<file path="src/core/epic_regs.svh">
`ifndef EPIC_REGS_SVH
`define EPIC_REGS_SVH

// ----------------------------------------------------------------
// Register byte offsets on the Wishbone bus
// ----------------------------------------------------------------
`define EPIC_OFS_SENSE 8'h00
`define EPIC_OFS_ENABLE 8'h04
`define EPIC_OFS_FLAG 8'h08
`define EPIC_OFS_GIE 8'h0C

// ----------------------------------------------------------------
// Field positions
// ----------------------------------------------------------------
`define EPIC_SENSE1_BIT_HI 3
`define EPIC_SENSE1_BIT_LO 2
`define EPIC_SENSE0_BIT_HI 1
`define EPIC_SENSE0_BIT_LO 0
`define EPIC_EN1_BIT 7
`define EPIC_EN0_BIT 6
`define EPIC_VSEL_BIT 1
`define EPIC_VUNLOCK_BIT 0
`define EPIC_FLAG1_BIT 7
`define EPIC_FLAG0_BIT 6
`define EPIC_GIE_BIT 7

// ----------------------------------------------------------------
// Reset values
// ----------------------------------------------------------------
`define EPIC_SENSE_RST 8'h00
`define EPIC_ENABLE_RST 8'h00
`define EPIC_FLAG_RST 2'h0
`define EPIC_GIE_RST 1'h0
`define EPIC_SYNC_RST 2'h3

`endif

</file>
<file path="src/core/epic_pkg.sv">
package epic_pkg;

    // ----------------------------------------------------------------
    // Types
    // ----------------------------------------------------------------

    // Sense encodings, two bits per pin
    typedef enum logic [1:0] {
        EPIC_SENSE_LOW = 2'h0,
        EPIC_SENSE_ANY = 2'h1,
        EPIC_SENSE_FALL = 2'h2,
        EPIC_SENSE_RISE = 2'h3
    } epic_sense_t;

    // One Wishbone request as seen by the slave
    typedef struct packed {
        logic [7:0] adr;
        logic [31:0] dat;
        logic [3:0] sel;
        logic we;
    } epic_wb_req_t;

    // Edge or toggle event from the current and previous sample
    function automatic logic epic_event(input epic_sense_t mode, input logic cur, input logic prev);
        logic hit;
        hit = 1'b0;
        unique case (mode)
            EPIC_SENSE_LOW: hit = 1'b0;
            EPIC_SENSE_ANY: hit = cur ^ prev;
            EPIC_SENSE_FALL: hit = prev & ~cur;
            EPIC_SENSE_RISE: hit = cur & ~prev;
        endcase
        return hit;
    endfunction

endpackage

</file>
<file path="src/core/epic_sync.sv">
`timescale 1ns/1ps
`include "epic_regs.svh"

module epic_sync (
    // Clock and reset
    input wire logic clk_i,
    input wire logic rst_i,
    // Asynchronous pins in, synchronised levels out
    input wire logic [1:0] pin_i,
    output logic [1:0] sync_o
);

    // First stage, read only by the second stage
    logic [1:0] stage1_reg;
    // Second stage, safe for the logic
    logic [1:0] stage2_reg;

    // ----------------------------------------------------------------
    // Two flip-flop synchroniser, idle level high
    // ----------------------------------------------------------------
    always_ff @(posedge clk_i) begin
        if (rst_i) begin
            stage1_reg <= `EPIC_SYNC_RST;
            stage2_reg <= `EPIC_SYNC_RST;
        end else begin
            stage1_reg <= pin_i;
            stage2_reg <= stage1_reg;
        end
    end

    assign sync_o = stage2_reg;

endmodule

</file>
<file path="src/core/epic_sense_det.sv">
`timescale 1ns/1ps

module epic_sense_det
    import epic_pkg::*;
(
    // Clock and reset
    input wire logic clk_i,
    input wire logic rst_i,
    // Synchronised pin level and its sense setting
    input wire logic level_i,
    input wire epic_sense_t mode_i,
    // Edge event pulse and low-level request
    output logic event_o,
    output logic low_o
);

    // Previous sample, idle level high after reset
    logic prev_reg;

    // ----------------------------------------------------------------
    // Previous sample for edge comparison
    // ----------------------------------------------------------------
    always_ff @(posedge clk_i) begin
        if (rst_i) begin
            prev_reg <= 1'b1;
        end else begin
            prev_reg <= level_i;
        end
    end

    // Edge and toggle decode on sampled values
    assign event_o = epic_event(mode_i, level_i, prev_reg);
    // Level request while low in low-level mode
    assign low_o = (mode_i == EPIC_SENSE_LOW) & ~level_i;

endmodule

</file>
<file path="src/core/epic_top.sv">
`timescale 1ns/1ps
`include "epic_regs.svh"

// How it works
// Pin 1 sense bits 3:2 select mode
// Pin 0 sense bits 1:0 select mode
// Pin sampled first; long pulses always seen
// Source holds low level until instruction ends
// Forward only with global and pin enable
// Enable bits 7,6; bits 5:2 read zero
// Pin activity requests even when driven internally
// Each pin has its own vector
// Pin event sets flag bit 7 or 6
// Servicing the vector clears its flag
// Writing one clears flag; zero keeps it
// Flag reads cleared in low-level mode
// Low level requests while pin stays low
// Edges need clock; low level wakes asynchronously
// Two-stage synchroniser then compare with previous
module epic_top
    import epic_pkg::*;
(
    // Clock and reset
    input wire logic clk_i,
    input wire logic rst_i,
    // Wishbone slave
    input wire logic wb_cyc_i,
    input wire logic wb_stb_i,
    input wire logic wb_we_i,
    input wire logic [7:0] wb_adr_i,
    input wire logic [3:0] wb_sel_i,
    input wire logic [31:0] wb_dat_i,
    output logic [31:0] wb_dat_o,
    output logic wb_ack_o,
    // External interrupt pins
    input wire logic ext_irq_pin_0_i,
    input wire logic ext_irq_pin_1_i,
    // Interrupt dispatch to the CPU
    output logic irq_o,
    output logic irq_vec_o,
    output logic vec_table_sel_o,
    input wire logic irq_ack_i,
    input wire logic irq_ack_vec_i,
    // Asynchronous wake request
    output logic wake_o
);

    // ----------------------------------------------------------------
    // Declarations
    // ----------------------------------------------------------------

    // Bus request gathered into one carrier
    epic_wb_req_t wb_req;
    // New request not yet answered
    logic wb_hit;
    // Write taking effect at this edge
    logic wb_wr;
    // Acknowledge flip-flop
    logic ack_reg;
    // Registered read data
    logic [31:0] rdat_reg;
    // Read data for the addressed register
    logic [7:0] rdat_next;

    // Sense control, all eight bits stored
    logic [7:0] sense_control_reg;
    // Pin enables, index 0 is pin 0
    logic [1:0] pin_en_reg;
    // Vector table select and change unlock bits
    logic vsel_reg;
    logic vunlock_reg;
    // Pin event flags, index 0 is pin 0
    logic [1:0] flag_reg;
    // Global interrupt enable
    logic gie_reg;

    // Raw pins and their synchronised copies
    logic [1:0] pin_raw;
    logic [1:0] pin_sync;
    // Sense mode per pin
    epic_sense_t mode [2];
    // Low-level mode per pin
    logic [1:0] low_mode;
    // Edge events and low requests per pin
    logic [1:0] pin_event;
    logic [1:0] low_req;
    // Flag clear sources
    logic [1:0] flag_w1c;
    logic [1:0] svc_clr;
    // Requests, enabled requests, forwarded requests
    logic [1:0] req;
    logic [1:0] pend;
    logic [1:0] take;
    // Registered dispatch outputs
    logic irq_reg;
    logic irq_vec_reg;
    // Flag register readback byte
    logic [7:0] flag_byte;

    // ----------------------------------------------------------------
    // Pin sampling
    // ----------------------------------------------------------------

    // The pad level is used, so a pin driven by the device still counts
    // Pad level used
    assign pin_raw = {ext_irq_pin_1_i, ext_irq_pin_0_i};

    // Pins pass two flip-flops before the sense decode; only wake_o reads them raw
    epic_sync u_sync (
        .clk_i(clk_i),
        .rst_i(rst_i),
        .pin_i(pin_raw),
        .sync_o(pin_sync)
    );

    // Sense bit decode, pin 0 then pin 1
    // Pin 0 mode
    assign mode[0] = epic_sense_t'(sense_control_reg[`EPIC_SENSE0_BIT_HI:`EPIC_SENSE0_BIT_LO]);
    // Pin 1 mode
    assign mode[1] = epic_sense_t'(sense_control_reg[`EPIC_SENSE1_BIT_HI:`EPIC_SENSE1_BIT_LO]);

    // One edge detector per pin
    for (genvar p = 0; p < 2; p++) begin : g_det
        // Low-level mode flag for this pin
        assign low_mode[p] = (mode[p] == EPIC_SENSE_LOW);
        // Sampled compare
        epic_sense_det u_det (
            .clk_i(clk_i),
            .rst_i(rst_i),
            .level_i(pin_sync[p]),
            .mode_i(mode[p]),
            .event_o(pin_event[p]),
            .low_o(low_req[p])
        );
    end

    // ----------------------------------------------------------------
    // Wishbone slave
    // ----------------------------------------------------------------

    // Request carrier
    assign wb_req = '{adr: wb_adr_i, dat: wb_dat_i, sel: wb_sel_i, we: wb_we_i};
    // A fresh strobe is answered one cycle later
    assign wb_hit = wb_cyc_i & wb_stb_i & ~ack_reg;
    // Writes land at the edge where the master sees ack, low lane only
    assign wb_wr = wb_cyc_i & wb_stb_i & ack_reg & wb_req.we & wb_req.sel[0];

    // Acknowledge, dropped in the cycle after it was given
    always_ff @(posedge clk_i) begin
        if (rst_i) begin
            ack_reg <= 1'b0;
        end else begin
            ack_reg <= wb_hit;
        end
    end

    // Flag readback, masked while in low-level mode
    // Low mode reads cleared
    assign flag_byte = {flag_reg[1] & ~low_mode[1], flag_reg[0] & ~low_mode[0], 6'h00};

    // Read multiplexer, unmapped offsets read zero
    always_comb begin
        rdat_next = 8'h00;
        unique case (wb_req.adr)
            `EPIC_OFS_SENSE: rdat_next = sense_control_reg;
            // Bits 5:2 read zero
            `EPIC_OFS_ENABLE: rdat_next = {pin_en_reg[1], pin_en_reg[0], 4'h0, vsel_reg, vunlock_reg};
            `EPIC_OFS_FLAG: rdat_next = flag_byte;
            `EPIC_OFS_GIE: rdat_next = {gie_reg, 7'h00};
            default: rdat_next = 8'h00;
        endcase
    end

    // Read data captured with the acknowledge
    always_ff @(posedge clk_i) begin
        if (rst_i) begin
            rdat_reg <= 32'h00000000;
        end else if (wb_hit) begin
            rdat_reg <= {24'h000000, rdat_next};
        end
    end

    assign wb_ack_o = ack_reg;
    assign wb_dat_o = rdat_reg;

    // ----------------------------------------------------------------
    // Control registers
    // ----------------------------------------------------------------

    // Sense control, plain read-write
    always_ff @(posedge clk_i) begin
        if (rst_i) begin
            sense_control_reg <= `EPIC_SENSE_RST;
        end else if (wb_wr && wb_req.adr == `EPIC_OFS_SENSE) begin
            sense_control_reg <= wb_req.dat[7:0];
        end
    end

    // Enable register, only bits 7, 6, 1 and 0 are stored
    always_ff @(posedge clk_i) begin
        if (rst_i) begin
            pin_en_reg <= 2'h0;
            vsel_reg <= 1'b0;
            vunlock_reg <= 1'b0;
        end else if (wb_wr && wb_req.adr == `EPIC_OFS_ENABLE) begin
            // Enable bit layout
            pin_en_reg <= {wb_req.dat[`EPIC_EN1_BIT], wb_req.dat[`EPIC_EN0_BIT]};
            vsel_reg <= wb_req.dat[`EPIC_VSEL_BIT];
            vunlock_reg <= wb_req.dat[`EPIC_VUNLOCK_BIT];
        end
    end

    // Global interrupt enable
    always_ff @(posedge clk_i) begin
        if (rst_i) begin
            gie_reg <= `EPIC_GIE_RST;
        end else if (wb_wr && wb_req.adr == `EPIC_OFS_GIE) begin
            gie_reg <= wb_req.dat[`EPIC_GIE_BIT];
        end
    end

    // ----------------------------------------------------------------
    // Event flags
    // ----------------------------------------------------------------

    // Write one to clear
    assign flag_w1c = (wb_wr && wb_req.adr == `EPIC_OFS_FLAG) ?
        {wb_req.dat[`EPIC_FLAG1_BIT], wb_req.dat[`EPIC_FLAG0_BIT]} : 2'h0;
    // Service clears flag
    assign svc_clr = irq_ack_i ? {irq_ack_vec_i, ~irq_ack_vec_i} : 2'h0;

    // Sticky flags; a new event wins over any clear in the same cycle
    always_ff @(posedge clk_i) begin
        if (rst_i) begin
            flag_reg <= `EPIC_FLAG_RST;
        end else begin
            for (int p = 0; p < 2; p++) begin
                if (low_mode[p]) begin
                    // Held cleared
                    flag_reg[p] <= 1'b0;
                end else if (pin_event[p]) begin
                    // Event sets flag
                    flag_reg[p] <= 1'b1;
                end else if (flag_w1c[p] || svc_clr[p]) begin
                    flag_reg[p] <= 1'b0;
                end
            end
        end
    end

    // ----------------------------------------------------------------
    // Request gating and dispatch
    // ----------------------------------------------------------------

    // Level carries request
    assign req = (low_mode & low_req) | (~low_mode & flag_reg);
    // Pin enables act as the mask
    assign pend = req & pin_en_reg;
    // Global enable gate
    assign take = pend & {2{gie_reg}};

    // Registered level interrupt and vector, pin 0 first
    always_ff @(posedge clk_i) begin
        if (rst_i) begin
            irq_reg <= 1'b0;
            irq_vec_reg <= 1'b0;
        end else begin
            irq_reg <= |take;
            // Own vector per pin
            irq_vec_reg <= ~take[0] & take[1];
        end
    end

    assign irq_o = irq_reg;
    assign irq_vec_o = irq_vec_reg;
    assign vec_table_sel_o = vsel_reg;

    // Asynchronous low-level wake
    assign wake_o = |(low_mode & pin_en_reg & ~pin_raw);

    // Synchronised levels one cycle back, for checking only
    logic [1:0] sync_d;
    always_ff @(posedge clk_i) begin
        sync_d <= pin_sync;
    end
endmodule

</file>
<file path="config.mk">
export PLATFORM = sky130hd
export DESIGN_NAME = epic_top
export DESIGN_NICKNAME = d
export VERILOG_FILES = /design/src/core/epic_pkg.sv /design/src/core/epic_sync.sv /design/src/core/epic_sense_det.sv /design/src/core/epic_top.sv
export VERILOG_INCLUDE_DIRS = /design/src /design/src/core
export SDC_FILE = /design/constraint.sdc
export NUM_CORES = 1
export LEC_CHECK = 0
export ABC_AREA = 0
export BUFFER_PORTS_ARGS = -buffer_cell sky130_fd_sc_hd__buf_4
export CAP_MARGIN = 20
export CORE_AREA = 2 2 64 60
export DETAILED_ROUTE_END_ITERATION = 8
export DIE_AREA = 0 0 66 62
export PLACE_DENSITY = 0.84
export SYNTH_ARGS = -nofsm -noshare
export SYNTH_HDL_FRONTEND = slang
export SYNTH_SLANG_ARGS = --single-unit
</file>
<file path="constraint.sdc">
create_clock -name clk_i -period 2.25 [get_ports clk_i]
set_clock_uncertainty 0.1 [all_clocks]
set_input_delay 0.3375 -clock clk_i [delete_from_list [all_inputs] [get_ports clk_i]]
set_output_delay 0.3375 -clock clk_i [all_outputs]
set_load 0.05 [all_outputs]
</file>
* Yosys cells after proc, flatten, opt, wreduce, memory -nomap -nowiden
Cells that the tools add are included.
** Operators by class
- Bitwise logic cells :: 34
- Equality and inequality tests :: 9
- Reductions and logical operators :: 15
- Muxes and demuxes :: 9
** Operator list (number)
- $pmux 8 s4 :: 1
- $eq 8x4->1 const B :: 2
- $and 1x1->1 :: 14
- $and 2x2->2 :: 6
- $not 1->1 :: 9
- $eq 2x2->1 const B :: 4
- $eq 8x3->1 const B :: 1
- $logic_not 8->1 :: 1
- $pmux 1 s4 :: 2
- $reduce_or 2->1 :: 4
- $eq 2x1->1 const B :: 2
- $logic_and 1x1->1 :: 4
- $logic_not 2->1 :: 2
- $mux 1 :: 4
- $mux 2 :: 2
- $not 2->2 :: 2
- $reduce_bool 2->1 :: 2
- $logic_or 1x1->1 :: 2
- $or 2x2->2 :: 1
- $xor 1x1->1 :: 2
** Word-level totals
- Flip-flop bits (word level) :: 32
- Word-level logic and storage cells :: 82
- Input bits :: 53

* Depth between registers and ports, before layout
Gate-level depths: netlist (run 1).
- Word-level depth :: 9
- Mapped depth :: 6
- Depth with buffers taken out :: 6

* By module
A second synthesis (run 1) with hierarchy kept.
** Unflattened totals
- Cell total of the unflattened synthesis :: 186
- Area, all modules :: 1721.7 µm²
** Modules (own cells, without submodules)
- epic_top :: seq. area each 520.5 µm², cells an instance 158, area an instance 1436.4 µm², instances 1
- epic_sense_det :: seq. area each 20.0 µm², cells an instance 10, area an instance 90.1 µm², instances 2
- epic_sync :: seq. area each 80.1 µm², cells an instance 8, area an instance 105.1 µm², instances 1

* Least setup slack after synthesis (run 1)
No wires, ideal clock.
- Kind :: flip-flop to flip-flop
- Start point :: reg ack_reg (netlist: wb_ack_o)
- End point :: reg sense_control_reg[0]
- Data required time :: 2022 ps
- Setup slack :: 485 ps
- Cell stages (with the launch flop) :: 6
- Buffers on the path :: 1
- Arrival time :: 1538 ps
- Library setup time :: 128 ps
- Cells stage by stage :: dfxtp_1 and4_1 and4b_1 buf_6 mux2i_1 nor2_1
** Between the ends
- Longest elaborated chain between the ends :: 4
** RTL lines
- start: declaration :: RTL line epic_top.sv:59 : logic ack_reg;
- start signal: assignment :: RTL line epic_top.sv:153 : ack_reg <= wb_hit;
- $and 1x1->1 (3 in a row) :: RTL line epic_top.sv:146 : assign wb_wr = wb_cyc_i & wb_stb_i & ack_reg & wb_req.we & wb_req.sel[0];
- $logic_and 1x1->1 (no line)
- end signal: assignment :: RTL line epic_top.sv:193 : sense_control_reg <= `EPIC_SENSE_RST;
- end signal: assignment :: RTL line epic_top.sv:195 : sense_control_reg <= wb_req.dat[7:0];
- end: declaration :: RTL line epic_top.sv:66 : logic [7:0] sense_control_reg;
Every way passes these cells.
A chain may end at the register's enable or synchronous reset.

* Worst setup path in the final report (run 1)
- Start point :: reg ack_reg (netlist: wb_ack_o)
- End point :: reg sense_control_reg[5]
Same word-level chain as after synthesis.

==> metrics.yaml, run 1 <==
yosysWarnings: 0
p_sw_mw: 0.330
track_usage_pct: 16.6
setup-tns-final_ns: 0
rr_worst_depth: 5
power.density_nw_per_um2: 633
yosys-top-cells-count: "32 x dfxtp_1, 24 x buf_4, 18 x nor2_1"
drtIter0Drc: 39
cts_tree: "built"
core-area_um2: 3520
cap_violations: 0
peakVddDrop_uv: 311
crit_path_max_fanout: 5
insertion_delay_ns: 0.28
clock_path_buffers: 2
post_cts_buffers: 0
ios: 90
synthSimpleGateAreaFrac_pct: 18.6
p_clk_share_pct: 38.1
wirelength_um: 3060
startpoint_type: "flip-flop"
cp.required_ns: 2.32
hp-start: "ext_irq_pin_1_i"
die_w_um: 66
vias_per_cell: 4.78
area_growth_syn_to_layout_pct: 20.8
synth_top_family_by_area: "simple AND/OR/NAND/NOR gates"
synth.distinct_cells: 33
antenna_found_initial: 0
synth_edf_count: 0
die-area_um2: 4090
hold_depth: 2
finalSetupViolCount: 0
numPortBuffers: 38
finalCriticalPeriod_ns: 1.75
hp-class: "primary input to flip-flop"
path_clk_slew_ns: 0.06
combPwrFrac_pct: 13.7
std_cell_rows: 21
synth_most_common_cell: "dfxtp_1"
rsz0062_at_grt: "false"
r2r-end: "sense_control_reg[5]$_SDFFE_PP0P_"
path_cells: "and4_1, and4b_1, buf_4, mux2i_1, nor2_1"
synth_area_leaders: "dfxtp_1 41%, buf_4 12%, mux2i_1 10%"
routabilityCongestion: 0.790
drtPass1Iterations: 4
grt_pass1_wl_um: 4890
critical_path.max_stage_delay_ns: 0.38
intPower_mw: 0.861
synth-compound-area-share_pct: 10.2
fin_hold_ws_ns: 0.145
pre_cts_slack_ns: 0.354
drc: 0
dp.final_hpwl_um: 2370
ff2ff_setup_slack_ns: 0.50
netlist_instances: 165
grt_pass1_vias: 1175
p_leak_nw: 0.852
dieHeight_um: 62
status: "completed"
drt-wirelength-per-cell_um: 12.1
netSwitchingFraction_pct: 27.7
fmax_mhz: 571
ys.flop_type: "dfxtp_1"
min_period_over_period_pct: 77.9
fin_ws_ns: 0.498
num_antenna_cells: 0
path_class: "flip-flop to flip-flop"
synth-adder-area-share_pct: 3.21
yosysTopAreaCellShare_pct: 41.1
start_util_pct: 44.3
synthMuxAreaShare_pct: 11.7
p_seq_share_pct: 48.2
cts_resized: 0
ctsHtreeMaxLevel: 2
yosysTopAreaCell: "dfxtp_1"
synth_xor_area_share_pct: 0
ys_async_sr_fraction_pct: 0
avgSynthCellArea_um2: 9.45
syn_area_um2: 1560
cp-end-kind: "flip-flop"
cts_num_sinks: 32
numCtsBuffers: 5
antenna_left: 0
cts_root_buf: "clkbuf_8"
tightest_slew_ns: 0.740
ys_ff_latch: 32
cpMaxStageDelayCell: "dfxtp_1"
grt_overflow: 0
nets: 263
maxSlewViolCount: 0
ys_seq_area_share_pct: 41.1
r2r-start: "wb_ack_o$_SDFF_PP0_"
slew_headroom_pct: 50.5
crit_arrival_ns: 1.83
finalHoldViolations: 0
drive_gt1_share_pct: 26.1
grt_start_max_net_pins: 21
via_count: 1210
hold_buffers: 0
post-route-util_pct: 53.5
power_mw: 1.19
min_to: "u_sync.stage1_reg[1]$_SDFF_PP1_"
## routing by layer
metal	track usage, %	vias up	share of wire [%]
li1	-	603	-
met1	16.6	565	40
met3	5.95	4	6.5
met5	0	-	0
met2	31.0	38	52
met4	8.75	0	1.6
## metrics by stage
| stage | instances | area (um2) |
|---|---|---|
| after global routing | 253 | 1880 |
| after detailed placement | 245 | 1790 |
| final | 253 | 1880 |
| after global placement | 245 | 1790 |
| after CTS | 253 | 1880 |
| after floorplan | 188 | 1650 |
## how the worst max path moves through the flow
stage / from / endpoint / slack (ns)
after global routing: wb_ack_o$_SDFF_PP0_ / sense_control_reg[2]$_SDFFE_PP0P_ / 0.40
after floorplan: wb_ack_o$_SDFF_PP0_ / sense_control_reg[0]$_SDFFE_PP0P_ / 0.48
final: wb_ack_o$_SDFF_PP0_ / sense_control_reg[5]$_SDFFE_PP0P_ / 0.50
after detailed placement: wb_adr_i[7] / sense_control_reg[5]$_SDFFE_PP0P_ / 0.35
after global placement: wb_adr_i[7] / sense_control_reg[4]$_SDFFE_PP0P_ / 0.41
after CTS: sense_control_reg[0]$_SDFFE_PP0P_ / wake_o / 0.49
## area by class of cell
| type | instances | area (um2) |
|---|---|---|
| Clock buffer | 8 | 90.1 |
| Multi-Input combinational cell | 120 | 772 |
| Timing Repair Buffer | 39 | 293 |
| Inverter | 8 | 30.0 |
| Sequential cell | 32 | 641 |
| Tap cell | 46 | 57.6 |
| Fill cell | 329 | 1640 |
## critical path, delay by kind of cell, from the launching register on
| family | cells | cell delay (ns) |
|---|---|---|
| mux | 1 | 0.20 |
| buf+inv | 1 | 0.21 |
| flops | 1 | 0.38 |
| simple gates | 3 | 0.74 |
## power groups by stage
stage          Combinational, mW  Sequential [mW]  Clock (mW)
4_1_cts                    0.164            0.574       0.469
2_1_floorplan              0.146            0.589           0
5_1_grt                    0.175            0.574       0.490
6_report                   0.164            0.574       0.454
3_3_place_gp               0.162            0.587           0
3_5_place_dp               0.163            0.587           0
## cells by family after synthesis
kind of cell,after synthesis
fa+ha+maj,4
flops,32
compound gates,23
buf+inv,36
simple gates,52
other cells,1
mux,17
## cell usage in the layout (no fill, tap or decap), types with 2 or more instances in the layout
| master | n |
|---|---|
| a211oi_1 | 2 |
| a21boi_0 | 2 |
| a21oi_1 | 2 |
| a22o_1 | 6 |
| buf_4 | 39 |
| clkbuf_1 | 2 |
| clkbuf_8 | 6 |
| conb_1 | 24 |
| dfxtp_1 | 32 |
| ha_1 | 4 |
| inv_1 | 8 |
| mux2i_1 | 16 |
| nand2_1 | 13 |
| nand3b_1 | 4 |
| nand4_1 | 2 |
| nor2_1 | 18 |
| nor2b_1 | 2 |
| o21ai_0 | 7 |
| or2_2 | 4 |
No activity file was read; power rests on OpenSTA's default activity.
==> inputs of run 2 (changes only) <==
- CORE_AREA: 2 2 64 60 -> 2 2 70 65
- DIE_AREA: 0 0 66 62 -> 0 0 72 67
- PLACE_DENSITY: 0.84 -> 0.75
- clock period: 2.25 -> 1.6 ns (I/O delays scaled with it)
==> run 2 against run 1 <==
Sequential power grew 41%. First-iteration DRC count grew 2.6%. Sequential share of layout area shrank 1.6 points. Flip-flop and latch count is the same. Global-route usage shrank 2.5 points. Hold slack lost 0.10 ns. Non-clock buffer count grew 11. Wire length grew 3.6%. Register-to-register slack lost 0.38 ns. Count of clock-buffer cells in the layout is the same. Worst setup slack lost 0.39 ns. Final area grew 5.3%. Largest power group unchanged.
==> metrics.yaml, run 2 (same netlist as run 1, synthesis figures left out) <==
drt-wirelength-per-cell_um: 11.9  # was 12.1 um
rsz0062_at_grt: "false"  # unchanged
clock_path_buffers: 2  # unchanged
crit_path_max_fanout: 3  # was 5
grt_overflow: 0  # unchanged
ctsHtreeMaxLevel: 2  # unchanged
endpoint: "wake_o"  # was sense_control_reg[5]$_SDFFE_PP0P_
path_clk_slew_ns: 0.07  # was 0.06 ns
cap_violations: 0  # unchanged
cp.required_ns: 1.26  # was 2.32 ns
path_class: "flip-flop to primary output"  # was flip-flop to flip-flop
grt_pass1_vias: 1144  # was 1175
insertion_delay_ns: 0.29  # was 0.28 ns
dp.final_hpwl_um: 2440  # was 2370 um
dr.max_layer_used: "met4"  # unchanged
cp-end-kind: "primary output"  # was flip-flop
rr_worst_depth: 5  # unchanged
start_util_pct: 38.5  # was 44.3%
finalSetupViolCount: 0  # unchanged
wl_met2_um: 1560  # was 1580 um
drc: 0  # unchanged
wirelength_um: 3170  # was 3060 um
cts_tree: "built"  # unchanged
status: "completed"  # unchanged
crit_arrival_ns: 1.15  # was 1.83 ns
die_w_um: 72  # was 66 um
nets: 274  # was 263
p_leak_nw: 0.910  # was 0.852 nW
drive_gt1_share_pct: 32.1  # was 26.1%
path_cells: "nor2_2, nand3b_1, nand2_1, buf_4"  # was and4_1, and4b_1, buf_4, mux2i_1, nor2_1
ff2ff_setup_slack_ns: 0.12  # was 0.50 ns
critical_path.max_stage_delay_ns: 0.33  # was 0.38 ns
grt_pass1_wl_um: 5050  # was 4890 um
area_growth_syn_to_layout_pct: 27.2  # was 20.8%
via_count: 1239  # was 1210
startpoint_type: "flip-flop"  # unchanged
num_antenna_cells: 0  # unchanged
numCtsBuffers: 5  # unchanged
wl_met3_um: 192  # was 198 um
finalHoldViolations: 0  # unchanged
dieHeight_um: 67  # was 62 um
fin_hold_ws_ns: 0.0449  # was 0.145 ns
power.density_nw_per_um2: 847  # was 633 nW/um2
finalCriticalPeriod_ns: 1.49
min_period_over_period_pct: 93.1
grt_start_max_net_pins: 20  # was 21
drtPass1Iterations: 4  # unchanged
cts_num_sinks: 32  # unchanged
routabilityCongestion: 0.764  # was 0.790
maxSlewViolCount: 0  # unchanged
r2r-end: "sense_control_reg[3]$_SDFFE_PP0P_"  # was sense_control_reg[5]$_SDFFE_PP0P_
core-area_um2: 4050  # was 3520 um2
antenna_left: 0  # unchanged
cpMaxStageDelayCell: "dfxtp_1"  # unchanged
cts_root_buf: "clkbuf_8"  # unchanged
track_usage_pct: 14.1  # was 16.6%
std_cell_rows: 22  # was 21
r2r-start: "wb_ack_o$_SDFF_PP0_"  # unchanged
vias_per_cell: 4.66  # was 4.78
setup-tns-final_ns: 0  # unchanged
die-area_um2: 4820  # was 4090 um2
most-common-layout-cells: "50 x buf_4, 30 x dfxtp_1, 24 x conb_1"  # was 39 x buf_4, 32 x dfxtp_1, 24 x conb_1
worstSetupStartpoint: "sense_control_reg[2]$_SDFFE_PP0P_"  # was wb_ack_o$_SDFF_PP0_
wl_met1_um: 1360  # was 1230 um
final_common_cell: "buf_4"  # unchanged
ios: 90  # unchanged
antenna_found_initial: 0  # unchanged
numPortBuffers: 38  # unchanged
fmax_mhz: 671
hp-class: "primary input to flip-flop"  # unchanged
drtIter0Drc: 40  # was 39
peakVddDrop_uv: 515  # was 311 uV
[run 2: critical path: cells and delay by family (launching register included)]
family                 cells  cell delay [ns]
and+or+nand+nor            3             0.35
DFF                        1             0.33
buffers and inverters      1             0.19
[run 2: per-stage QoR]
| step | worst slack [ns] | utilization (%) | total power, mW | std cells | cell area [um2] |
|---|---|---|---|---|---|
| 2_1_floorplan | 0.0201 | - | 1.03 | 188 | 1650 |
| 3_3_place_gp | 0.0176 | 46.1 | 1.06 | 256 | 1860 |
| 3_5_place_dp | -0.000413 | 46.1 | 1.06 | 256 | 1860 |
| 4_1_cts | 0.0278 | 48.5 | 1.70 | 264 | 1960 |
| 5_1_grt | 0.00162 | 49.0 | 1.75 | 266 | 1980 |
| 6_report | 0.110 | 49.0 | 1.68 | 266 | 1980 |
[run 2: timing repair]
item,4_1_cts,5_1_grt
pin swaps,0,1
hold buffers,0,0
setup buffers,0,2
resized for setup,2,4
setup endpoints to repair,1,3
[run 2: layout make-up]
| type | count | area, um2 |
|---|---|---|
| clock buffers | 8 | 90.1 |
| fillers | 400 | 2060 |
| inverters | 8 | 30.0 |
| multi-input cells | 120 | 785 |
| flip-flops and latches | 32 | 643 |
| well taps | 48 | 60.1 |
| repair buffers | 50 | 375 |
[run 2: worst min-delay path by stage]
stage | to | startpoint | slack (ns) | depth (start not counted)
CTS | u_sync.stage1_reg[1]$_SDFF_PP1_ | ext_irq_pin_1_i | 0.04 | 2
floorplan | u_sync.stage1_reg[0]$_SDFF_PP1_ | ext_irq_pin_0_i | 0.25 | 1
finish | u_sync.stage1_reg[0]$_SDFF_PP1_ | ext_irq_pin_0_i | 0.04 | 2
detailed placement | u_sync.sync_o[0]$_SDFF_PP1_ | u_sync.stage1_reg[0]$_SDFF_PP1_ | 0.30 | 1
global route | u_sync.stage1_reg[1]$_SDFF_PP1_ | ext_irq_pin_1_i | 0.03 | 2
global placement | u_sync.sync_o[1]$_SDFF_PP1_ | u_sync.stage1_reg[1]$_SDFF_PP1_ | 0.29 | 1
[run 2: routing by layer]
layer,GRT usage (%),up-vias
met1,15.9,577
li1,-,624
met2,23.4,31
met3,6.20,7
met4,5.66,0
met5,0,-
[run 2: power breakdown]
part / switching, mW / internal (mW) / leakage, nW
logic: 0.175 / 0.0629 / 0.605
clock network: 0.285 / 0.350 / 0.0455
registers: 0.00385 / 0.804 / 0.260
total: 0.463 / 1.22 / 0.910
==> inputs of run 3 (changes only) <==
- CELL_PAD_IN_SITES_DETAIL_PLACEMENT: unset -> 1
- CELL_PAD_IN_SITES_GLOBAL_PLACEMENT: unset -> 2
- CORE_AREA: 2 2 70 65 -> 2 2 94 87
- DIE_AREA: 0 0 72 67 -> 0 0 96 89
- PLACE_DENSITY: 0.75 -> 0.74
==> run 3 against run 2 <==
Total power rose by 1.8%. Count of clock-buffer cells in the layout fell by 1. Flip-flop and latch count did not move. Combinational power barely moved. Hold slack improved by 0.018 ns. Global-route usage fell by 4.9 points. Clock power rose by 4.1%. First-iteration DRC count fell by 25%. Core utilization fell by 22 points.
==> metrics.yaml, run 3 (same netlist as run 1, synthesis figures left out) <==
status: "completed"  # unchanged
numCtsBuffers: 5  # unchanged
min_to: "u_sync.stage1_reg[0]$_SDFF_PP1_"  # unchanged
rr_worst_depth: 5  # unchanged
setup-tns-final_ns: 0  # unchanged
r2r-end: "sense_control_reg[2]$_SDFFE_PP0P_"  # was sense_control_reg[3]$_SDFFE_PP0P_
post-route-util_pct: 27.5  # was 49.0%
area_growth_syn_to_layout_pct: 31.5  # was 27.2%
crit_arrival_ns: 1.15  # about the same
hold_depth: 2  # unchanged
rsz0062_at_grt: "false"  # unchanged
peakVddDrop_uv: 264  # was 515 uV
hp-start: "ext_irq_pin_0_i"  # unchanged
fmax_mhz: 673  # was 671 MHz
cts_root_buf: "clkbuf_8"  # unchanged
via_count: 1233  # was 1239
cts_tree: "built"  # unchanged
finalHoldViolations: 0  # unchanged
clock_path_buffers: 2  # unchanged
antenna_left: 0  # unchanged
drc: 0  # unchanged
nets: 274  # unchanged
most-common-layout-cells: "49 x buf_4, 31 x dfxtp_1, 24 x conb_1"  # was 50 x buf_4, 30 x dfxtp_1, 24 x conb_1
drtIter0Drc: 30  # was 40
cts_num_sinks: 32  # unchanged
die-area_um2: 8540  # was 4820 um2
path_clk_slew_ns: 0.06  # was 0.07 ns
maxSlewViolCount: 0  # unchanged
numPortBuffers: 38  # unchanged
min_period_over_period_pct: 92.9  # was 93.1%
grt_overflow: 0  # unchanged
num_antenna_cells: 0  # unchanged
drive_gt1_share_pct: 31.3  # was 32.1%
insertion_delay_ns: 0.27  # was 0.29 ns
hp-class: "primary input to flip-flop"  # unchanged
startpoint_type: "flip-flop"  # unchanged
drtPass1Iterations: 4  # unchanged
die_w_um: 96  # was 72 um
dp.final_hpwl_um: 3010  # was 2440 um
cp-end-kind: "primary output"  # unchanged
ctsHtreeMaxLevel: 2  # unchanged
dr.max_layer_used: "met4"  # unchanged
routabilityCongestion: 0.718  # was 0.764
start_util_pct: 20.9  # was 38.5%
fin_ws_ns: 0.114  # was 0.110 ns
wl_met1_um: 1630  # was 1360 um
drt-wirelength-per-cell_um: 11.9  # about the same
cap_violations: 0  # unchanged
grt_pass1_wl_um: 6020  # was 5050 um
std_cell_rows: 30  # was 22
r2r-start: "wb_ack_o$_SDFF_PP0_"  # unchanged
cp.required_ns: 1.26  # about the same
dieHeight_um: 89  # was 67 um
final_common_cell: "buf_4"  # unchanged
vias_per_cell: 3.94  # was 4.66
finalCriticalPeriod_ns: 1.49  # about the same
wl_met2_um: 1880  # was 1560 um
ff2ff_setup_slack_ns: 0.13  # was 0.12 ns
crit_path_max_fanout: 3  # unchanged
wirelength_um: 3730  # was 3170 um
grt_pass1_vias: 1266  # was 1144
finalSetupViolCount: 0  # unchanged
pre_cts_slack_ns: 0.0236  # was -0.000413 ns
p_leak_nw: 0.915  # was 0.910 nW
ios: 90  # unchanged
core-area_um2: 7470  # was 4050 um2
antenna_found_initial: 0  # unchanged
path_class: "flip-flop to primary output"  # unchanged
power.density_nw_per_um2: 834  # was 847 nW/um2
grt_start_max_net_pins: 20  # unchanged
wl_met3_um: 203  # was 192 um
track_usage_pct: 9.22  # was 14.1%
run 3: cell types whose count changed in the layout (fill, tap and decap cells not counted), sizes merged:
cell and change:
clkbuf -1
run 3: routing by layer:
layer | global-route usage (%) | up-vias
li1 | - | 624
met1 | 10.9 | 573
met2 | 16.3 | 34
met3 | 3.04 | 2
met4 | 1.95 | 0
met5 | 0 | -
run 3: worst max-delay path: stages, from the launching register on:
cell and delay [ns]:
dfxtp_1 0.33, nor2_2 0.17, nand3b_1 0.11, nand2_1 0.07, buf_4 0.19
run 3: report_power, final:
group / leakage [nW] / switching [mW] / total (mW) / internal (mW)
combinational: 0.605 / 0.178 / 0.241 / 0.0637
clock: 0.0503 / 0.278 / 0.661 / 0.383
sequential: 0.259 / 0.00383 / 0.808 / 0.804
run 3: worst max path at each step:
| stage | end | cells past startpoint | from | slack (ns) |
|---|---|---|---|---|
| 2_1_floorplan | sense_control_reg[0]$_SDFFE_PP0P_ | 5 | wb_ack_o$_SDFF_PP0_ | 0.02 |
| 3_3_place_gp | sense_control_reg[5]$_SDFFE_PP0P_ | 6 | wb_adr_i[7] | 0.04 |
| 3_5_place_dp | sense_control_reg[2]$_SDFFE_PP0P_ | 6 | wb_adr_i[7] | 0.02 |
| 4_1_cts | wake_o | 4 | sense_control_reg[2]$_SDFFE_PP0P_ | 0.03 |
| 5_1_grt | sense_control_reg[3]$_SDFFE_PP0P_ | 5 | wb_ack_o$_SDFF_PP0_ | 0.02 |
| 6_report | wake_o | 4 | sense_control_reg[2]$_SDFFE_PP0P_ | 0.11 |
run 3: metrics by stage:
| stage | total power [mW] | area [um2] | hold slack (ns) | std cells |
|---|---|---|---|---|
| after floorplan | 1.03 | 1650 | 0.247 | 188 |
| after global placement | 1.07 | 1950 | 0.292 | 306 |
| after detailed placement | 1.07 | 1950 | 0.296 | 306 |
| after CTS | 1.74 | 2050 | 0.0569 | 313 |
| after global routing | 1.78 | 2050 | 0.0562 | 313 |
| final | 1.71 | 2050 | 0.0633 | 313 |
run 3: area by class of cell:
type | count | area, um2
Inverter | 8 | 30.0
Clock buffer | 7 | 96.3
Timing Repair Buffer | 50 | 388
Tap cell | 96 | 120
Sequential cell | 32 | 642
Multi-Input combinational cell | 120 | 774
Fill cell | 890 | 5420
run 3: repair_timing:
item / in CTS / in global routing
hold buffers: 0 / 0
gates resized for setup: 0 / 1
buffers inserted: 0 / 0
endpoints found under the setup margin: 0 / 1
